`config.mk`:
```
export PLATFORM = sky130hd
export DESIGN_NAME = irt_timer_ctrl
export DESIGN_NICKNAME = d
export VERILOG_FILES = /design/src/rtl/irt_pkg.sv /design/src/rtl/irt_edge_if.sv /design/src/rtl/irt_edge_detect.sv /design/src/rtl/irt_timer_ctrl.sv
export SDC_FILE = /design/constraint.sdc
export NUM_CORES = 1
export LEC_CHECK = 0
export ABC_AREA = 1
export BUFFER_PORTS_ARGS = -buffer_cell sky130_fd_sc_hd__buf_2
export CAP_MARGIN = 20
export CELL_PAD_IN_SITES_DETAIL_PLACEMENT = 1
export CELL_PAD_IN_SITES_GLOBAL_PLACEMENT = 1
export CORE_MARGIN = 4
export CORE_UTILIZATION = 44
export CTS_CLUSTER_SIZE = 40
export DETAILED_ROUTE_END_ITERATION = 16
export GPL_TIMING_DRIVEN = 0
export MAX_ROUTING_LAYER = met4
export PLACE_DENSITY_LB_ADDON = 0.25
export SYNTH_ARGS = -nofsm -noshare
export SYNTH_HDL_FRONTEND = slang
export SYNTH_SLANG_ARGS = --single-unit
```
`constraint.sdc`:
```
create_clock -name clk -period 6.1 [get_ports clk]
set_input_delay 1.22 -clock clk [delete_from_list [all_inputs] [get_ports clk]]
set_output_delay 1.22 -clock clk [all_outputs]
set_load 0.005 [all_outputs]
```
`src/rtl/irt_pkg.sv`:
```
package irt_pkg;
  // Register indices; byte address is four times the index
  localparam logic [3:0] IDX_SHARED = 4'h1;
  localparam logic [3:0] IDX_LONG = 4'h2;
  localparam logic [3:0] IDX_RLD_LO = 4'h6;
  localparam logic [3:0] IDX_RLD_HI = 4'h7;
  localparam logic [3:0] IDX_CAP_LO = 4'h8;
  localparam logic [3:0] IDX_CAP_HI = 4'h9;
  // Shared control bit positions
  localparam int SC_MODE = 7;
  localparam int SC_ROUTE = 6;
  localparam int SC_SEL_LO = 4;
  localparam int SC_SUB_LO = 2;
  localparam int SC_INIT_S = 1;
  localparam int SC_INIT_L = 0;
  // Long timer control bit positions
  localparam int LC_EN = 7;
  localparam int LC_SINGLE = 6;
  localparam int LC_TO = 5;
  localparam int LC_CLK_LO = 3;
  localparam int LC_CAPM = 2;
  localparam int LC_TOM = 1;
  localparam int LC_PIN = 0;
  // Reset values, and the demodulation reload value
  localparam logic [7:0] SHARED_RST = 8'h00;
  localparam logic [7:0] LONG_RST = 8'h00;
  localparam logic [15:0] RLD_RST = 16'h0000;
  localparam logic [15:0] CAP_RST = 16'h0000;
  localparam logic [15:0] DEMOD_RELOAD = 16'hFFFF;
  // Field codes
  localparam logic [1:0] LOG_AND = 2'h0;
  localparam logic [1:0] LOG_OR = 2'h1;
  localparam logic [1:0] LOG_NOR = 2'h2;
  localparam logic [1:0] EDGE_FALL = 2'h0;
  localparam logic [1:0] EDGE_RISE = 2'h1;
  localparam logic [1:0] EDGE_BOTH = 2'h2;
  localparam logic [1:0] SUB_NORMAL = 2'h0;
  localparam logic [1:0] SUB_PP = 2'h1;
  localparam logic [1:0] SUB_LOW = 2'h2;
  localparam logic [1:0] SUB_HIGH = 2'h3;
  localparam logic [1:0] FILT_4 = 2'h1;
  localparam logic [1:0] FILT_8 = 2'h2;
  // Glitch filter widths in system clock cycles
  localparam logic [3:0] FILT_CYC_NONE = 4'h1;
  localparam logic [3:0] FILT_CYC_4 = 4'h4;
  localparam logic [3:0] FILT_CYC_8 = 4'h8;
  typedef enum logic [1:0] {LT_IDLE, LT_ARM, LT_RUN} irt_lt_state_t;
endpackage

```
`src/rtl/irt_edge_if.sv`:
```
`timescale 1ns/100ps
`default_nettype none
interface irt_edge_if;
  logic alt_sel;
  logic [1:0] edge_sel;
  logic [1:0] filt_sel;
  logic rise;
  logic fall;
  modport ctl (output alt_sel, output edge_sel, output filt_sel, input rise, input fall);
  modport det (input alt_sel, input edge_sel, input filt_sel, output rise, output fall);
endinterface
`default_nettype wire

```
`src/rtl/irt_edge_detect.sv`:
```
`timescale 1ns/100ps
`default_nettype none
module irt_edge_detect (
  input wire logic clk,
  input wire logic rst,
  input wire logic first_input_pin,
  input wire logic alternate_input_pin,
  irt_edge_if.det eif
);
  logic filt_q;
  logic filt_d;
  logic [3:0] run_q;
  logic [3:0] run_d;
  logic rise_q;
  logic rise_d;
  logic fall_q;
  logic fall_d;
  logic raw;
  logic [3:0] need;

  always_comb
  begin
    raw = eif.alt_sel ? alternate_input_pin : first_input_pin;
    case (eif.filt_sel)
      irt_pkg::FILT_4: need = irt_pkg::FILT_CYC_4;
      irt_pkg::FILT_8: need = irt_pkg::FILT_CYC_8;
      default: need = irt_pkg::FILT_CYC_NONE;
    endcase
    filt_d = filt_q;
    run_d = 4'h0;
    rise_d = 1'b0;
    fall_d = 1'b0;
    if (raw != filt_q)
    begin
      // Level must disagree for the full width before it is accepted
      if (run_q + 4'h1 >= need)
      begin
        filt_d = raw;
        rise_d = raw && (eif.edge_sel == irt_pkg::EDGE_RISE ||
                         eif.edge_sel == irt_pkg::EDGE_BOTH);
        fall_d = !raw && (eif.edge_sel == irt_pkg::EDGE_FALL ||
                          eif.edge_sel == irt_pkg::EDGE_BOTH);
      end
      else
      begin
        run_d = run_q + 4'h1;
      end
    end
  end

  always_ff @(posedge clk or posedge rst)
  begin
    if (rst)
    begin
      filt_q <= 1'b0;
      run_q <= 4'h0;
      rise_q <= 1'b0;
      fall_q <= 1'b0;
    end
    else
    begin
      filt_q <= filt_d;
      run_q <= run_d;
      rise_q <= rise_d;
      fall_q <= fall_d;
    end
  end

  assign eif.rise = rise_q;
  assign eif.fall = fall_q;
endmodule
`default_nettype wire

```
`src/rtl/irt_timer_ctrl.sv`:
```
// Functional notes
// - Shared bit 7: transmit or demodulation
// - Transmit bit 6: route combined output pin
// - Demod bit 6: choose demodulator input pin
// - Transmit bits 5:4: AND/OR/NOR/NAND combine
// - Demod bits 5:4: falling, rising, both edges
// - Transmit bits 3:2: normal or ping-pong
// - Codes 10/11 force long output low/high
// - Demod bits 3:2: glitch filter 4/8 cycles
// - Short timer initial level, inverse when idle
// - Long timer initial level, inverse when idle
// - Demod bit 1: sticky rising flag, W1C
// - Demod bit 0: sticky falling flag, W1C
// - Long bit 7: run status, start/stop
// - Transmit long bit 6: reload or stop
// - Demod long bit 6: every or first edge
// - Long bit 5: sticky time-out flag, W1C
// - Long bits 4:3: prescale 1/2/4/8
// - Long bit 2: capture interrupt mask
// - Long bit 1: time-out interrupt mask
// - Long bit 0: route long timer pin
// - Capture complemented count on later edge
//
// The implementer's own choice: the AHB-Lite interface to the registers.
`timescale 1ns/100ps
`default_nettype none
module irt_timer_ctrl #(
  parameter int CNT_W = 16
) (
  input wire logic clk,
  input wire logic rst,
  input wire logic hsel,
  input wire logic [7:0] haddr,
  input wire logic [1:0] htrans,
  input wire logic hwrite,
  input wire logic [2:0] hsize,
  input wire logic [31:0] hwdata,
  input wire logic hready,
  output logic [31:0] hrdata,
  output logic hreadyout,
  output logic hresp,
  input wire logic first_input_pin,
  input wire logic alternate_input_pin,
  input wire logic short_timer_running,
  input wire logic short_timer_level,
  input wire logic short_timer_done,
  input wire logic port_combined_data,
  input wire logic port_long_data,
  output logic short_timer_start,
  output logic short_timer_output,
  output logic long_timer_output,
  output logic combined_output_pin,
  output logic long_timer_pin,
  output logic capture_irq,
  output logic timeout_irq
);
  irt_edge_if eif ();

  logic [7:0] shared_q, shared_d;
  logic [7:0] long_q, long_d;
  logic rise_flag_q, rise_flag_d;
  logic fall_flag_q, fall_flag_d;
  logic to_flag_q, to_flag_d;
  logic [CNT_W-1:0] rld_q, rld_d;
  logic [CNT_W-1:0] cap_q, cap_d;
  logic [CNT_W-1:0] cnt_q, cnt_d;
  irt_pkg::irt_lt_state_t lt_q, lt_d;
  logic lout_q, lout_d;
  logic [2:0] div_q, div_d;
  logic wr_pend_q, wr_pend_d;
  logic [3:0] wr_idx_q, wr_idx_d;
  logic [31:0] rdata_q, rdata_d;
  logic sout_q, sout_d;
  logic loutp_q, loutp_d;
  logic comb_q, comb_d;
  logic lpin_q, lpin_d;
  logic start_q, start_d;
  logic capirq_q, capirq_d;
  logic toirq_q, toirq_d;

  logic demod;
  logic [1:0] sub;
  logic tick;
  logic term;
  logic edge_any;
  logic cap_ev;
  logic to_ev;
  logic start_long;
  logic [7:0] rd_byte;
  logic [7:0] wb;
  logic combo;

  assign eif.alt_sel = shared_q[irt_pkg::SC_ROUTE];
  assign eif.edge_sel = shared_q[irt_pkg::SC_SEL_LO +: 2];
  assign eif.filt_sel = shared_q[irt_pkg::SC_SUB_LO +: 2];

  irt_edge_detect u_edge (
    .clk(clk),
    .rst(rst),
    .first_input_pin(first_input_pin),
    .alternate_input_pin(alternate_input_pin),
    .eif(eif)
  );

  always_comb
  begin
    demod = shared_q[irt_pkg::SC_MODE];
    sub = shared_q[irt_pkg::SC_SUB_LO +: 2];
    wb = hwdata[7:0];
    edge_any = demod && (eif.rise || eif.fall);
    div_d = div_q + 3'h1;
    case (long_q[irt_pkg::LC_CLK_LO +: 2])
      2'h0: tick = 1'b1;
      2'h1: tick = div_q[0];
      2'h2: tick = &div_q[1:0];
      default: tick = &div_q;
    endcase
    term = tick && cnt_q == {{(CNT_W-1){1'b0}}, 1'b1};

    shared_d = shared_q;
    long_d = long_q;
    rise_flag_d = rise_flag_q;
    fall_flag_d = fall_flag_q;
    to_flag_d = to_flag_q;
    rld_d = rld_q;
    cap_d = cap_q;
    cnt_d = cnt_q;
    lt_d = lt_q;
    lout_d = lout_q;
    cap_ev = 1'b0;
    to_ev = 1'b0;
    start_d = 1'b0;
    start_long = 1'b0;

    // Register writes land in the data phase
    if (wr_pend_q)
    begin
      case (wr_idx_q)
        irt_pkg::IDX_SHARED:
        begin
          if (demod)
          begin
            shared_d[7:2] = wb[7:2];
            if (wb[irt_pkg::SC_INIT_S])
              rise_flag_d = 1'b0;
            if (wb[irt_pkg::SC_INIT_L])
              fall_flag_d = 1'b0;
          end
          else
          begin
            shared_d = wb;
          end
        end
        irt_pkg::IDX_LONG:
        begin
          long_d = wb;
          long_d[irt_pkg::LC_EN] = 1'b0;
          long_d[irt_pkg::LC_TO] = 1'b0;
          if (wb[irt_pkg::LC_TO])
            to_flag_d = 1'b0;
          if (!wb[irt_pkg::LC_EN])
            lt_d = irt_pkg::LT_IDLE;
          else if (lt_q == irt_pkg::LT_IDLE)
            start_long = 1'b1;
          else if (demod && wb[irt_pkg::LC_SINGLE] && !long_q[irt_pkg::LC_SINGLE])
            lt_d = irt_pkg::LT_ARM;
        end
        irt_pkg::IDX_RLD_LO: rld_d[7:0] = wb;
        irt_pkg::IDX_RLD_HI: rld_d[CNT_W-1:8] = wb[CNT_W-9:0];
        default: ;
      endcase
    end

    // Ping-pong: short timer terminal count hands over to the long timer
    if (!demod && sub == irt_pkg::SUB_PP && short_timer_done && lt_q == irt_pkg::LT_IDLE)
      start_long = 1'b1;

    case (lt_q)
      irt_pkg::LT_IDLE: ;
      irt_pkg::LT_ARM:
      begin
        if (edge_any)
        begin
          cap_d = ~cnt_q;
          cap_ev = 1'b1;
          cnt_d = rld_q;
          lt_d = irt_pkg::LT_RUN;
        end
      end
      irt_pkg::LT_RUN:
      begin
        if (edge_any && !long_q[irt_pkg::LC_SINGLE])
        begin
          cap_d = ~cnt_q;
          cap_ev = 1'b1;
          cnt_d = irt_pkg::DEMOD_RELOAD;
        end
        else if (demod && long_q[irt_pkg::LC_SINGLE] && short_timer_done)
        begin
          cap_d = ~cnt_q;
          cap_ev = 1'b1;
        end
        else if (tick)
        begin
          cnt_d = cnt_q - {{(CNT_W-1){1'b0}}, 1'b1};
          if (term)
          begin
            to_ev = 1'b1;
            if (!demod)
            begin
              lout_d = ~lout_q;
              if (sub == irt_pkg::SUB_PP)
              begin
                lt_d = irt_pkg::LT_IDLE;
                start_d = 1'b1;
              end
              else if (long_q[irt_pkg::LC_SINGLE])
                lt_d = irt_pkg::LT_IDLE;
              else
                cnt_d = rld_q;
            end
          end
        end
      end
      default: lt_d = irt_pkg::LT_IDLE;
    endcase

    if (start_long && !(wr_pend_q && wr_idx_q == irt_pkg::IDX_LONG
        && !wb[irt_pkg::LC_EN]))
    begin
      cnt_d = rld_q;
      lout_d = shared_q[irt_pkg::SC_INIT_L];
      lt_d = demod ? irt_pkg::LT_ARM : irt_pkg::LT_RUN;
    end

    // Hardware sets are applied last so they win over a clear
    if (eif.rise && demod)
      rise_flag_d = 1'b1;
    if (eif.fall && demod)
      fall_flag_d = 1'b1;
    if (to_ev)
      to_flag_d = 1'b1;
    capirq_d = cap_ev && long_q[irt_pkg::LC_CAPM];
    toirq_d = to_ev && long_q[irt_pkg::LC_TOM];

    // Output levels
    sout_d = short_timer_running ? short_timer_level
                                 : ~shared_q[irt_pkg::SC_INIT_S];
    if (!demod && sub == irt_pkg::SUB_LOW)
      loutp_d = 1'b0;
    else if (!demod && sub == irt_pkg::SUB_HIGH)
      loutp_d = 1'b1;
    else if (lt_q != irt_pkg::LT_IDLE)
      loutp_d = lout_q;
    else
      loutp_d = ~shared_q[irt_pkg::SC_INIT_L];
    case (shared_q[irt_pkg::SC_SEL_LO +: 2])
      irt_pkg::LOG_AND: combo = sout_q & loutp_q;
      irt_pkg::LOG_OR: combo = sout_q | loutp_q;
      irt_pkg::LOG_NOR: combo = ~(sout_q | loutp_q);
      default: combo = ~(sout_q & loutp_q);
    endcase
    comb_d = (!demod && shared_q[irt_pkg::SC_ROUTE]) ? combo : port_combined_data;
    lpin_d = long_q[irt_pkg::LC_PIN] ? loutp_q : port_long_data;

    // Bus slave: zero wait states, read data registered in address phase
    wr_pend_d = hsel && htrans[1] && hready && hwrite && haddr[7:6] == 2'h0;
    wr_idx_d = haddr[5:2];
    case (haddr[5:2])
      irt_pkg::IDX_SHARED:
        rd_byte = demod ? {shared_q[7:2], rise_flag_q, fall_flag_q} : shared_q;
      irt_pkg::IDX_LONG:
      begin
        rd_byte = long_q;
        rd_byte[irt_pkg::LC_EN] = lt_q != irt_pkg::LT_IDLE;
        rd_byte[irt_pkg::LC_TO] = to_flag_q;
      end
      irt_pkg::IDX_RLD_LO: rd_byte = rld_q[7:0];
      irt_pkg::IDX_RLD_HI: rd_byte = rld_q[CNT_W-1:8];
      irt_pkg::IDX_CAP_LO: rd_byte = cap_q[7:0];
      irt_pkg::IDX_CAP_HI: rd_byte = cap_q[CNT_W-1:8];
      default: rd_byte = 8'h00;
    endcase
    if (haddr[7:6] != 2'h0)
      rd_byte = 8'h00;
    rdata_d = (hsel && htrans[1] && hready && !hwrite) ? {24'h000000, rd_byte} : rdata_q;
  end

  always_ff @(posedge clk or posedge rst)
  begin
    if (rst)
    begin
      shared_q <= irt_pkg::SHARED_RST;
      long_q <= irt_pkg::LONG_RST;
      rise_flag_q <= 1'b0;
      fall_flag_q <= 1'b0;
      to_flag_q <= 1'b0;
      rld_q <= irt_pkg::RLD_RST;
      cap_q <= irt_pkg::CAP_RST;
      cnt_q <= irt_pkg::RLD_RST;
      lt_q <= irt_pkg::LT_IDLE;
      lout_q <= 1'b0;
      div_q <= 3'h0;
      wr_pend_q <= 1'b0;
      wr_idx_q <= 4'h0;
      rdata_q <= 32'h00000000;
      sout_q <= 1'b1;
      loutp_q <= 1'b1;
      comb_q <= 1'b0;
      lpin_q <= 1'b0;
      start_q <= 1'b0;
      capirq_q <= 1'b0;
      toirq_q <= 1'b0;
    end
    else
    begin
      shared_q <= shared_d;
      long_q <= long_d;
      rise_flag_q <= rise_flag_d;
      fall_flag_q <= fall_flag_d;
      to_flag_q <= to_flag_d;
      rld_q <= rld_d;
      cap_q <= cap_d;
      cnt_q <= cnt_d;
      lt_q <= lt_d;
      lout_q <= lout_d;
      div_q <= div_d;
      wr_pend_q <= wr_pend_d;
      wr_idx_q <= wr_idx_d;
      rdata_q <= rdata_d;
      sout_q <= sout_d;
      loutp_q <= loutp_d;
      comb_q <= comb_d;
      lpin_q <= lpin_d;
      start_q <= start_d;
      capirq_q <= capirq_d;
      toirq_q <= toirq_d;
    end
  end

  assign hrdata = rdata_q;
  assign hreadyout = 1'b1;
  assign hresp = 1'b0;
  assign short_timer_start = start_q;
  assign short_timer_output = sout_q;
  assign long_timer_output = loutp_q;
  assign combined_output_pin = comb_q;
  assign long_timer_pin = lpin_q;
  assign capture_irq = capirq_q;
  assign timeout_irq = toirq_q;
endmodule
`default_nettype wire

```
======== Word level (Yosys, flattened, before mapping) ========
Cells that the tools add are included.
storage, ports and cells
  output and inout bits ................... 41
  input bits .............................. 57
  bits in registers ....................... 98
  word-level logic and storage cells ...... 232
cells by class
  bitwise logic cells ..................... 9
  muxes and demuxes ....................... 91
  add/subtract/negate cells ............... 3
  equality and inequality tests ........... 29
  $lt $le $gt $ge ......................... 1
  reductions and logical operators ........ 72
operators by type and width
  kind                                                                    number
  16-bit two-way mux                                                      12
  16-bit case mux with 2 select lines                                     2
  1-bit two-way mux                                                       52
  8-bit case mux with 6 select lines                                      1
  2-bit nonzero test                                                      17
  2-bit two-way mux                                                       15
  1-bit logical AND                                                       27
  16-bit by 1-bit equality test with 1-bit output, second input constant  1
  4-bit by 3-bit equality test with 1-bit output, second input constant   4
  8-bit two-way mux                                                       2
  16-bit inverter                                                         1
  16-bit by 1-bit subtractor with 16-bit output, second input constant    1
  2-bit AND reduction                                                     6
  3-bit AND reduction                                                     4
  4-bit AND reduction                                                     3
  2-bit equality test, second input constant                              5
  2-bit by 1-bit equality test with 1-bit output, second input constant   4
  4-bit by 1-bit equality test with 1-bit output, second input constant   2
  4-bit by 2-bit equality test with 1-bit output, second input constant   2
  4-bit equality test, second input constant                              2
  2-bit zero test                                                         4
  4-bit two-way mux                                                       2
  4-bit inequality test, second input constant                            2
  4-bit case mux with 2 select lines                                      1
  other kinds (17)                                                        33

======== Depth between registers and ports, before layout ========
Gate-level depths: netlist of run 1.
  word-level depth ........................ 16
  mapped depth ............................ 14
  depth with buffers taken out ............ 13

======== By module ========
A second synthesis of run 1 with hierarchy kept.
second synthesis, totals
  cell total of the unflattened synthesis .. 723
  area total of the unflattened synthesis .. 5566.6 µm²
by module, submodules not included
  module           area an instance (µm²)  instances  cells an instance  seq. area each (µm²)
  irt_timer_ctrl   5086.1                  1          662                2279.7
  irt_edge_detect  480.5                   1          61                 175.2

======== Worst setup path after synthesis of run 1 ========
No wires, ideal clock.
  kind .................................... input to register
  start ................................... input port haddr[5]
  end ..................................... register rdata_q[0], in the netlist hrdata[0]
  stages on the path ...................... 9
  slack ................................... 3.886 ns
  arrival time ............................ 2.149 ns
  data required time ...................... 6.035 ns
  path buffers ............................ 0
  cells stage by stage .................... inv_1 > nand2_1 > nor3_1 > nand2_1 > nand2_1 > a21oi_1 > nand3_1 > nand2_1 > nand2_1
on the way
  cells in the longest elaborated chain, start to end .. 3
RTL lines
  element                                      RTL line               source
  from (decl)                                  irt_timer_ctrl.sv:33   input wire logic [7:0] haddr,
  4-bit equality test (tied with other cells)  irt_timer_ctrl.sv:269  case (haddr[5:2])
  8-bit case mux with 6 select lines (*)       irt_timer_ctrl.sv:269
  8-bit two-way mux (*)                        irt_timer_ctrl.sv:284  if (haddr[7:6] != 2'h0)
  to (signal assigned)                         irt_timer_ctrl.sv:330  rdata_q <= rdata_d;
  to (decl)                                    irt_timer_ctrl.sv:72   logic [31:0] rdata_q, rdata_d;
Every way passes the cells marked *; elsewhere a longest branch is shown, timed or not.
A chain may end at the register's enable or synchronous reset.

======== Worst setup path after layout of run 1 ========
  start ................................... input port haddr[5]
  end ..................................... register rdata_q[3], in the netlist hrdata[3]
Same word-level chain as after synthesis.

==> flow_metrics.env, run 1 <==
export IMPL_status="finished clean"
export IMPL_fin_crit_ns=2.46
export IMPL_leakagePower_nw=3.48
export IMPL_hold_end="div_q[0]"
export IMPL_port_buffer_count=41
export IMPL_final_cells=974
export IMPL_ys_ff_latch=98
export IMPL_reg2reg_slack_ns=3.93
export IMPL_holdPathStages=1
export IMPL_maxSlewHeadroom=0.388
export IMPL_cts_hold_buf=0
export IMPL_antenna_cells=0
export IMPL_pwr_share_seq=0.479
export IMPL_slowest_stage="nor3_1"
export IMPL_post_dp_hpwl_um=13500
export IMPL_fin_crit_sh=0.404
export IMPL_grt_setup_unrepaired="false"
export IMPL_fillers=1611
export IMPL_clk_latency_ns=0.35
export IMPL_layout_drive_gt1_share=0.167
export IMPL_core_um2=12200
export IMPL_seq_area_frac_synth=0.438
export IMPL_skew_ns=0.00861
export IMPL_vias=5048
export IMPL_row_count=40
export IMPL_reg2reg_from="u_edge.run_q[0]"
export IMPL_worst_pin_slew_ns=0.910
export IMPL_crit_path_start_kind="primary input"
export IMPL_critPathMostFrequentCell="nand2_1"
export IMPL_crit_path_cell_trace="buf_2 -> inv_1 -> nand2_1 -> nor3_1 -> nand2_1 -> o2111ai_1 -> o21ai_0 -> nand2_1"
export IMPL_setup_viol=0
export IMPL_cts_root_buf="clkbuf_16"
export IMPL_cp_end_kind="flip-flop"
export IMPL_initial_utilization=0.459
export IMPL_finalHoldViolations=0
export IMPL_die_x_um=121
export IMPL_synthArstFlopShare=1.00
export IMPL_syn_inst=724
export IMPL_grt_max_degree=56
export IMPL_drc=0
export IMPL_final_setup_tns_ns=0
export IMPL_hp_start="div_q[0]"
export IMPL_placedCellCount=958
export IMPL_worstPathArrival_ns=2.75
export IMPL_slew_violations=0
export IMPL_syn_avg_cell_area_um2=7.74
export IMPL_layout_nets=878
export IMPL_grtUsageTotal=0.257
export IMPL_maxCapViolations=0
export IMPL_comb_power_share=0.207
export IMPL_cts_buffer_depth=2
export IMPL_ir_drop_uv=133
export IMPL_area_growth_pct=15.1
export IMPL_gp_congestion=0.944
export IMPL_grt_pass1_wl_um=28200
export IMPL_gr_total_overflow=0
export IMPL_antenna_found_initial=0
export IMPL_htree_num_levels=3
export IMPL_crit_type="primary input to flip-flop"
export IMPL_numCtsBuffers=9
export IMPL_switchingPower_w=0.000667
export IMPL_cp_max_fo=8
export IMPL_slowest_delay_ns=0.70
export IMPL_grt_pass1_vias=5286
export IMPL_drtPass1Iterations=5
export IMPL_p_sw_frac=0.348
export IMPL_die_area_um2=14600
export IMPL_die_h_um=121
export IMPL_synth_edf_count=0
export IMPL_cp_required_ns=6.39
export IMPL_antenna_left=0
export IMPL_synth_area_um2=5600
export IMPL_viasPerCell=5.18
export IMPL_ys_flop_type="dfrtp_1"
export IMPL_yosys_warnings=0
export IMPL_clock_sinks=98
export IMPL_num_io_pins=98
export IMPL_postCtsSetupBuffers=0
export IMPL_internal_power_w=0.00125
export IMPL_max_freq_ghz=0.406
export IMPL_cts_resized=0
export IMPL_drt_total_wl_um=17400
export IMPL_p_per_area_nw_per_um2=297
export IMPL_wl_per_cell_um=17.9
export IMPL_cts_tree="built"
export IMPL_reg2reg_depth=9
export IMPL_worstHoldPathType="flip-flop to flip-flop"
export IMPL_worst_slack_ns=3.64
export IMPL_dp_slack_ns=3.32
export IMPL_reg2reg_to="u_edge.run_q[0]"
export IMPL_drt_iter0_markers=273
export IMPL_path_clk_slew_ns=0.07
export IMPL_synth_cell_types=41
export IMPL_pwr_share_clk=0.314
final cells by class:
type,instances,area (um2),area share
clock inverter,7,83.8,0.0130
clock buffer,9,225,0.0349
multi-input combinational,537,2660,0.413
inverter,73,279,0.0433
tap,168,210,0.0326
timing repair buffer,42,233,0.0361
sequential,98,2450,0.381
buffer,40,297,0.0460
how the worst max path moves through the flow:
stage / end / slack, ns / startpoint
global route: hrdata[3] / 3.49 / haddr[5]
global placement: cnt_q[11] / 1.14 / rst
CTS: hrdata[3] / 3.68 / haddr[5]
finish: hrdata[3] / 3.64 / haddr[5]
floorplan: cap_q[0] / 2.32 / rst
detailed placement: hrdata[3] / 3.32 / haddr[5]
cells in the mapped netlist (2+ instances only):
| cell type | number | area share |
|---|---|---|
| nand2_1 | 225 | 0.15 |
| dfrtp_1 | 96 | 0.43 |
| nor2_1 | 78 | 0.052 |
| o21ai_0 | 69 | 0.062 |
| inv_1 | 66 | 0.044 |
| nand3_1 | 37 | 0.033 |
| buf_4 | 27 | 0.036 |
| ha_1 | 20 | 0.045 |
| a21oi_1 | 8 | 0.0071 |
| nand2_2 | 8 | 0.0089 |
| o211ai_1 | 8 | 0.011 |
| nand4_1 | 7 | 0.0078 |
| nor2_2 | 7 | 0.0078 |
| clkbuf_1 | 5 | 0.0034 |
| inv_2 | 5 | 0.0034 |
| nand3_2 | 5 | 0.0089 |
| nor2_4 | 5 | 0.010 |
| xor2_1 | 5 | 0.0078 |
| buf_6 | 4 | 0.0080 |
| nand2_4 | 4 | 0.0080 |
| nand3b_1 | 4 | 0.0054 |
| buf_2 | 3 | 0.0027 |
| nor3_1 | 3 | 0.0027 |
| o22ai_1 | 3 | 0.0034 |
| xnor2_1 | 3 | 0.0047 |
| conb_1 | 2 | 0.0013 |
| dfstp_2 | 2 | 0.0094 |
| o2111ai_1 | 2 | 0.0031 |
cells by family (layout without fill, tap and decap cells):
family / Yosys count / in the layout / share of synthesized area
mux: 1 / 1 / 0.00201
compound gates: 95 / 95 / 0.0934
xor+xnor: 8 / 8 / 0.0125
fa+ha+maj: 20 / 20 / 0.0447
buf+inv: 113 / 171 / 0.102
simple gates: 387 / 387 / 0.306
other cells: 2 / 26 / 0.00134
flops: 98 / 98 / 0.438
state kept, by name (all words and copies together) (netlist names), 2 cells and up:
signal,count
wr_idx_q,4
cnt_q,16
cap_q,16
u_edge.run_q,4
hrdata,8
rld_q,16
div_q,3
lt_q,2
long_q,6
shared_q,8
critical path, delay by kind of cell:
| family | cells | cell delay, ns |
|---|---|---|
| AND/OR/NAND/NOR | 4 | 0.99 |
| AO/OA/AOI/OAI | 2 | 0.35 |
| buffers and inverters | 2 | 0.20 |
stage by stage:
stage               hold WS, ns  cell area [um2]   util  power, W
floorplan                 0.415             5690      -   0.00116
global placement          0.433             6110  0.500   0.00129
detailed placement        0.440             6140  0.503   0.00132
CTS                       0.451             6450  0.528   0.00192
global route              0.484             6450  0.528   0.00203
finish                    0.448             6450  0.528   0.00192
per-layer routing:
layer / global-route usage / part of all wire / vias up
li1: - / - / 2411
met2: 0.403 / 0.47 / 134
met5: - / 0 / -
met1: 0.347 / 0.47 / 2475
met4: 0.0793 / 0.022 / 0
met3: 0.0355 / 0.041 / 28
cell usage in the layout, fill, tap and decap left out, types with 2 or more instances in the layout:
cell / n
nand2_1: 225
dfrtp_1: 96
nor2_1: 78
o21ai_0: 69
inv_1: 65
buf_2: 44
nand3_1: 37
buf_4: 27
conb_1: 26
ha_1: 20
clkbuf_16: 9
nand2_2: 8
a21oi_1: 8
o211ai_1: 8
nand4_1: 7
nor2_2: 7
inv_2: 5
nor2_4: 5
clkbuf_1: 5
nand3_2: 5
xor2_1: 5
buf_6: 4
nand2_4: 4
nand3b_1: 4
o22ai_1: 3
nor3_1: 3
xnor2_1: 3
inv_4: 2
o2111ai_1: 2
inv_6: 2
clkinv_4: 2
dfstp_2: 2
power by group through the flow:
| stage | clock network (W) | registers [W] | logic [W] |
|---|---|---|---|
| 3_3_place_gp | 0 | 0.000918 | 0.000371 |
| 5_1_grt | 0.000637 | 0.000935 | 0.000459 |
| 4_1_cts | 0.000607 | 0.000914 | 0.000399 |
| 3_5_place_dp | 0 | 0.000924 | 0.000393 |
| 2_1_floorplan | 0 | 0.000865 | 0.000299 |
| 6_report | 0.000601 | 0.000918 | 0.000397 |
(Power assumes the default switching activity.)
==> run 2, diff against run 1 <==
--- a/config.mk
+++ b/config.mk
@@ -11,7 +11,7 @@
 export CELL_PAD_IN_SITES_DETAIL_PLACEMENT = 1
 export CELL_PAD_IN_SITES_GLOBAL_PLACEMENT = 1
 export CORE_MARGIN = 4
-export CORE_UTILIZATION = 44
+export CORE_UTILIZATION = 41
 export CTS_CLUSTER_SIZE = 40
 export DETAILED_ROUTE_END_ITERATION = 16
 export GPL_TIMING_DRIVEN = 0
==> constraint.sdc (replaced) <==
create_clock -name clk -period 2.3 [get_ports clk]
set_input_delay 0.46 -clock clk [delete_from_list [all_inputs] [get_ports clk]]
set_output_delay 0.46 -clock clk [all_outputs]
set_load 0.005 [all_outputs]
==> flow_metrics.env, run 2 (same netlist as run 1, synthesis figures left out) <==
export IMPL_gr_total_overflow=0
export IMPL_max_freq_ghz=0.487
export IMPL_initial_utilization=0.421
export IMPL_p_per_area_nw_per_um2=771
export IMPL_gp_congestion=0.904
export IMPL_antenna_found_initial=0
export IMPL_drtPass1Iterations=5
export IMPL_die_x_um=125
export IMPL_skew_ns=0.00956
export IMPL_cts_hold_buf=0
export IMPL_numCtsBuffers=9
export IMPL_fin_crit_sh=0.892
export IMPL_crit_type="flip-flop to flip-flop"
export IMPL_slowest_delay_ns=0.42
export IMPL_finalPower_w=0.00497
export IMPL_cp_max_fo=10
export IMPL_switchingPower_w=0.00174
export IMPL_core_um2=13300
export IMPL_antenna_cells=0
export IMPL_drc=0
export IMPL_row_count=42
export IMPL_finalHoldViolations=0
export IMPL_clock_sinks=98
export IMPL_layout_drive_gt1_share=0.169
export IMPL_placedCellCount=967
export IMPL_setup_viol=0
export IMPL_viasPerCell=5.09
export IMPL_die_h_um=125
export IMPL_fin_crit_ns=2.05
export IMPL_grtUsageTotal=0.232
export IMPL_final_common_cell="nand2_1"
export IMPL_num_io_pins=98
export IMPL_crit_buf_inv=3
export IMPL_worst_slack_ns=0.248
export IMPL_maxSlewHeadroom=0.423
export IMPL_comb_power_share=0.214
export IMPL_critPathMostFrequentCell="nand2_1"
export IMPL_drt_total_wl_um=17000
export IMPL_clk_latency_ns=0.36
export IMPL_pwr_share_clk=0.296
export IMPL_drt_iter0_markers=366
export IMPL_cts_root_buf="clkbuf_16"
export IMPL_crit_path_start_kind="flip-flop"
export IMPL_vias=5003
export IMPL_pwr_share_seq=0.490
export IMPL_final_cells=983
export IMPL_final_cell_mix="nand2_1, dfrtp_1, nor2_1, o21ai_0, inv_1"
export IMPL_antenna_left=0
export IMPL_internal_power_w=0.00322
export IMPL_status="finished clean"
export IMPL_die_area_um2=15600
export IMPL_p_sw_frac=0.351
export IMPL_grt_pass1_vias=5180
export IMPL_worstPathArrival_ns=2.30
export IMPL_cp_required_ns=2.54
export IMPL_ir_drop_uv=336
export IMPL_maxCapViolations=0
export IMPL_dp_slack_ns=0.178
export IMPL_reg_largest_list="cap_q: 16 flops, cnt_q: 16 flops, rld_q: 16 flops"
export IMPL_cts_buffer_depth=2
export IMPL_slowest_stage="dfrtp_1"
export IMPL_crit_path_cell_trace="inv_1 -> ha_1 -> inv_1 -> nand2_1 -> nor2_2 -> nand4_4 -> buf_6 -> nand2_1 -> o211ai_1 -> nand2_1 -> nand2_1"
export IMPL_worst_pin_slew_ns=0.860
export IMPL_cts_tree="built"
export IMPL_slew_violations=0
export IMPL_area_growth_pct=15.0
export IMPL_htree_num_levels=3
export IMPL_port_buffer_count=41
export IMPL_grt_pass1_wl_um=28000
export IMPL_grt_setup_unrepaired="false"
export IMPL_leakagePower_nw=3.47
export IMPL_layout_nets=879
export IMPL_wl_per_cell_um=17.3
export IMPL_path_delay_family="simple AND/OR/NAND/NOR gates"
export IMPL_path_clk_slew_ns=0.07
export IMPL_post_dp_hpwl_um=13300
export IMPL_cp_end_kind="flip-flop"
export IMPL_final_setup_tns_ns=0
export IMPL_grt_max_degree=39
export IMPL_worstHoldPathType="primary input to asynchronous set/reset pin"
## run 2: layer usage
layer  vias to the layer above  track usage  part of all wire
li1                       2404            -                 -
met3                        26       0.0313             0.048
met5                         -            -                 0
met1                      2445        0.319              0.47
met2                       128        0.359              0.46
met4                         0       0.0714             0.022
## run 2: final cells by class
class	count	area [um2]
Fill cell	1713	6850
Tap cell	176	220
Sequential cell	98	2450
Buffer	40	297
Inverter	73	280
Multi-Input combinational cell	537	2670
Clock inverter	5	37.5
Timing Repair Buffer	43	245
Clock buffer	11	243
## run 2: path summary, 6_finish.rpt
kind / start / endpoint / slack (ns) / depth (start not counted)
hold / removal: rst / long_q[3] / 0.22 / 2
min in group clk: short_timer_running / short_timer_output / 0.25 / 2
hold reg to reg: hrdata[0] / hrdata[0] / 0.47 / 2
setup reg to reg: shared_q[3] / cnt_q[10] / 0.25 / 11
max in group asynchronous: rst / cnt_q[5] / 1.23 / 4
setup / recovery: shared_q[3] / cnt_q[10] / 0.25 / 11
## run 2: repair_timing
item / CTS / global route
buffers inserted: 0 / 0
setup endpoints to repair: 0 / 4
gates resized for setup: 0 / 1
## run 2: per-stage QoR
stage	hold WS (ns)	utilization	area, um2
after floorplan	0.415	-	5700
after global placement	0.431	0.460	6120
after detailed placement	0.463	0.463	6160
after CTS	0.230	0.484	6440
after global routing	0.249	0.485	6440
final	0.215	0.485	6440
## run 2: power by group through the flow
| stage | clock [W] | combinational, W | sequential (W) |
|---|---|---|---|
| after floorplan | 0 | 0.000792 | 0.00229 |
| after global placement | 0 | 0.000989 | 0.00244 |
| after detailed placement | 0 | 0.00106 | 0.00245 |
| after CTS | 0.00150 | 0.00107 | 0.00242 |
| after global routing | 0.00158 | 0.00124 | 0.00248 |
| final | 0.00147 | 0.00106 | 0.00243 |
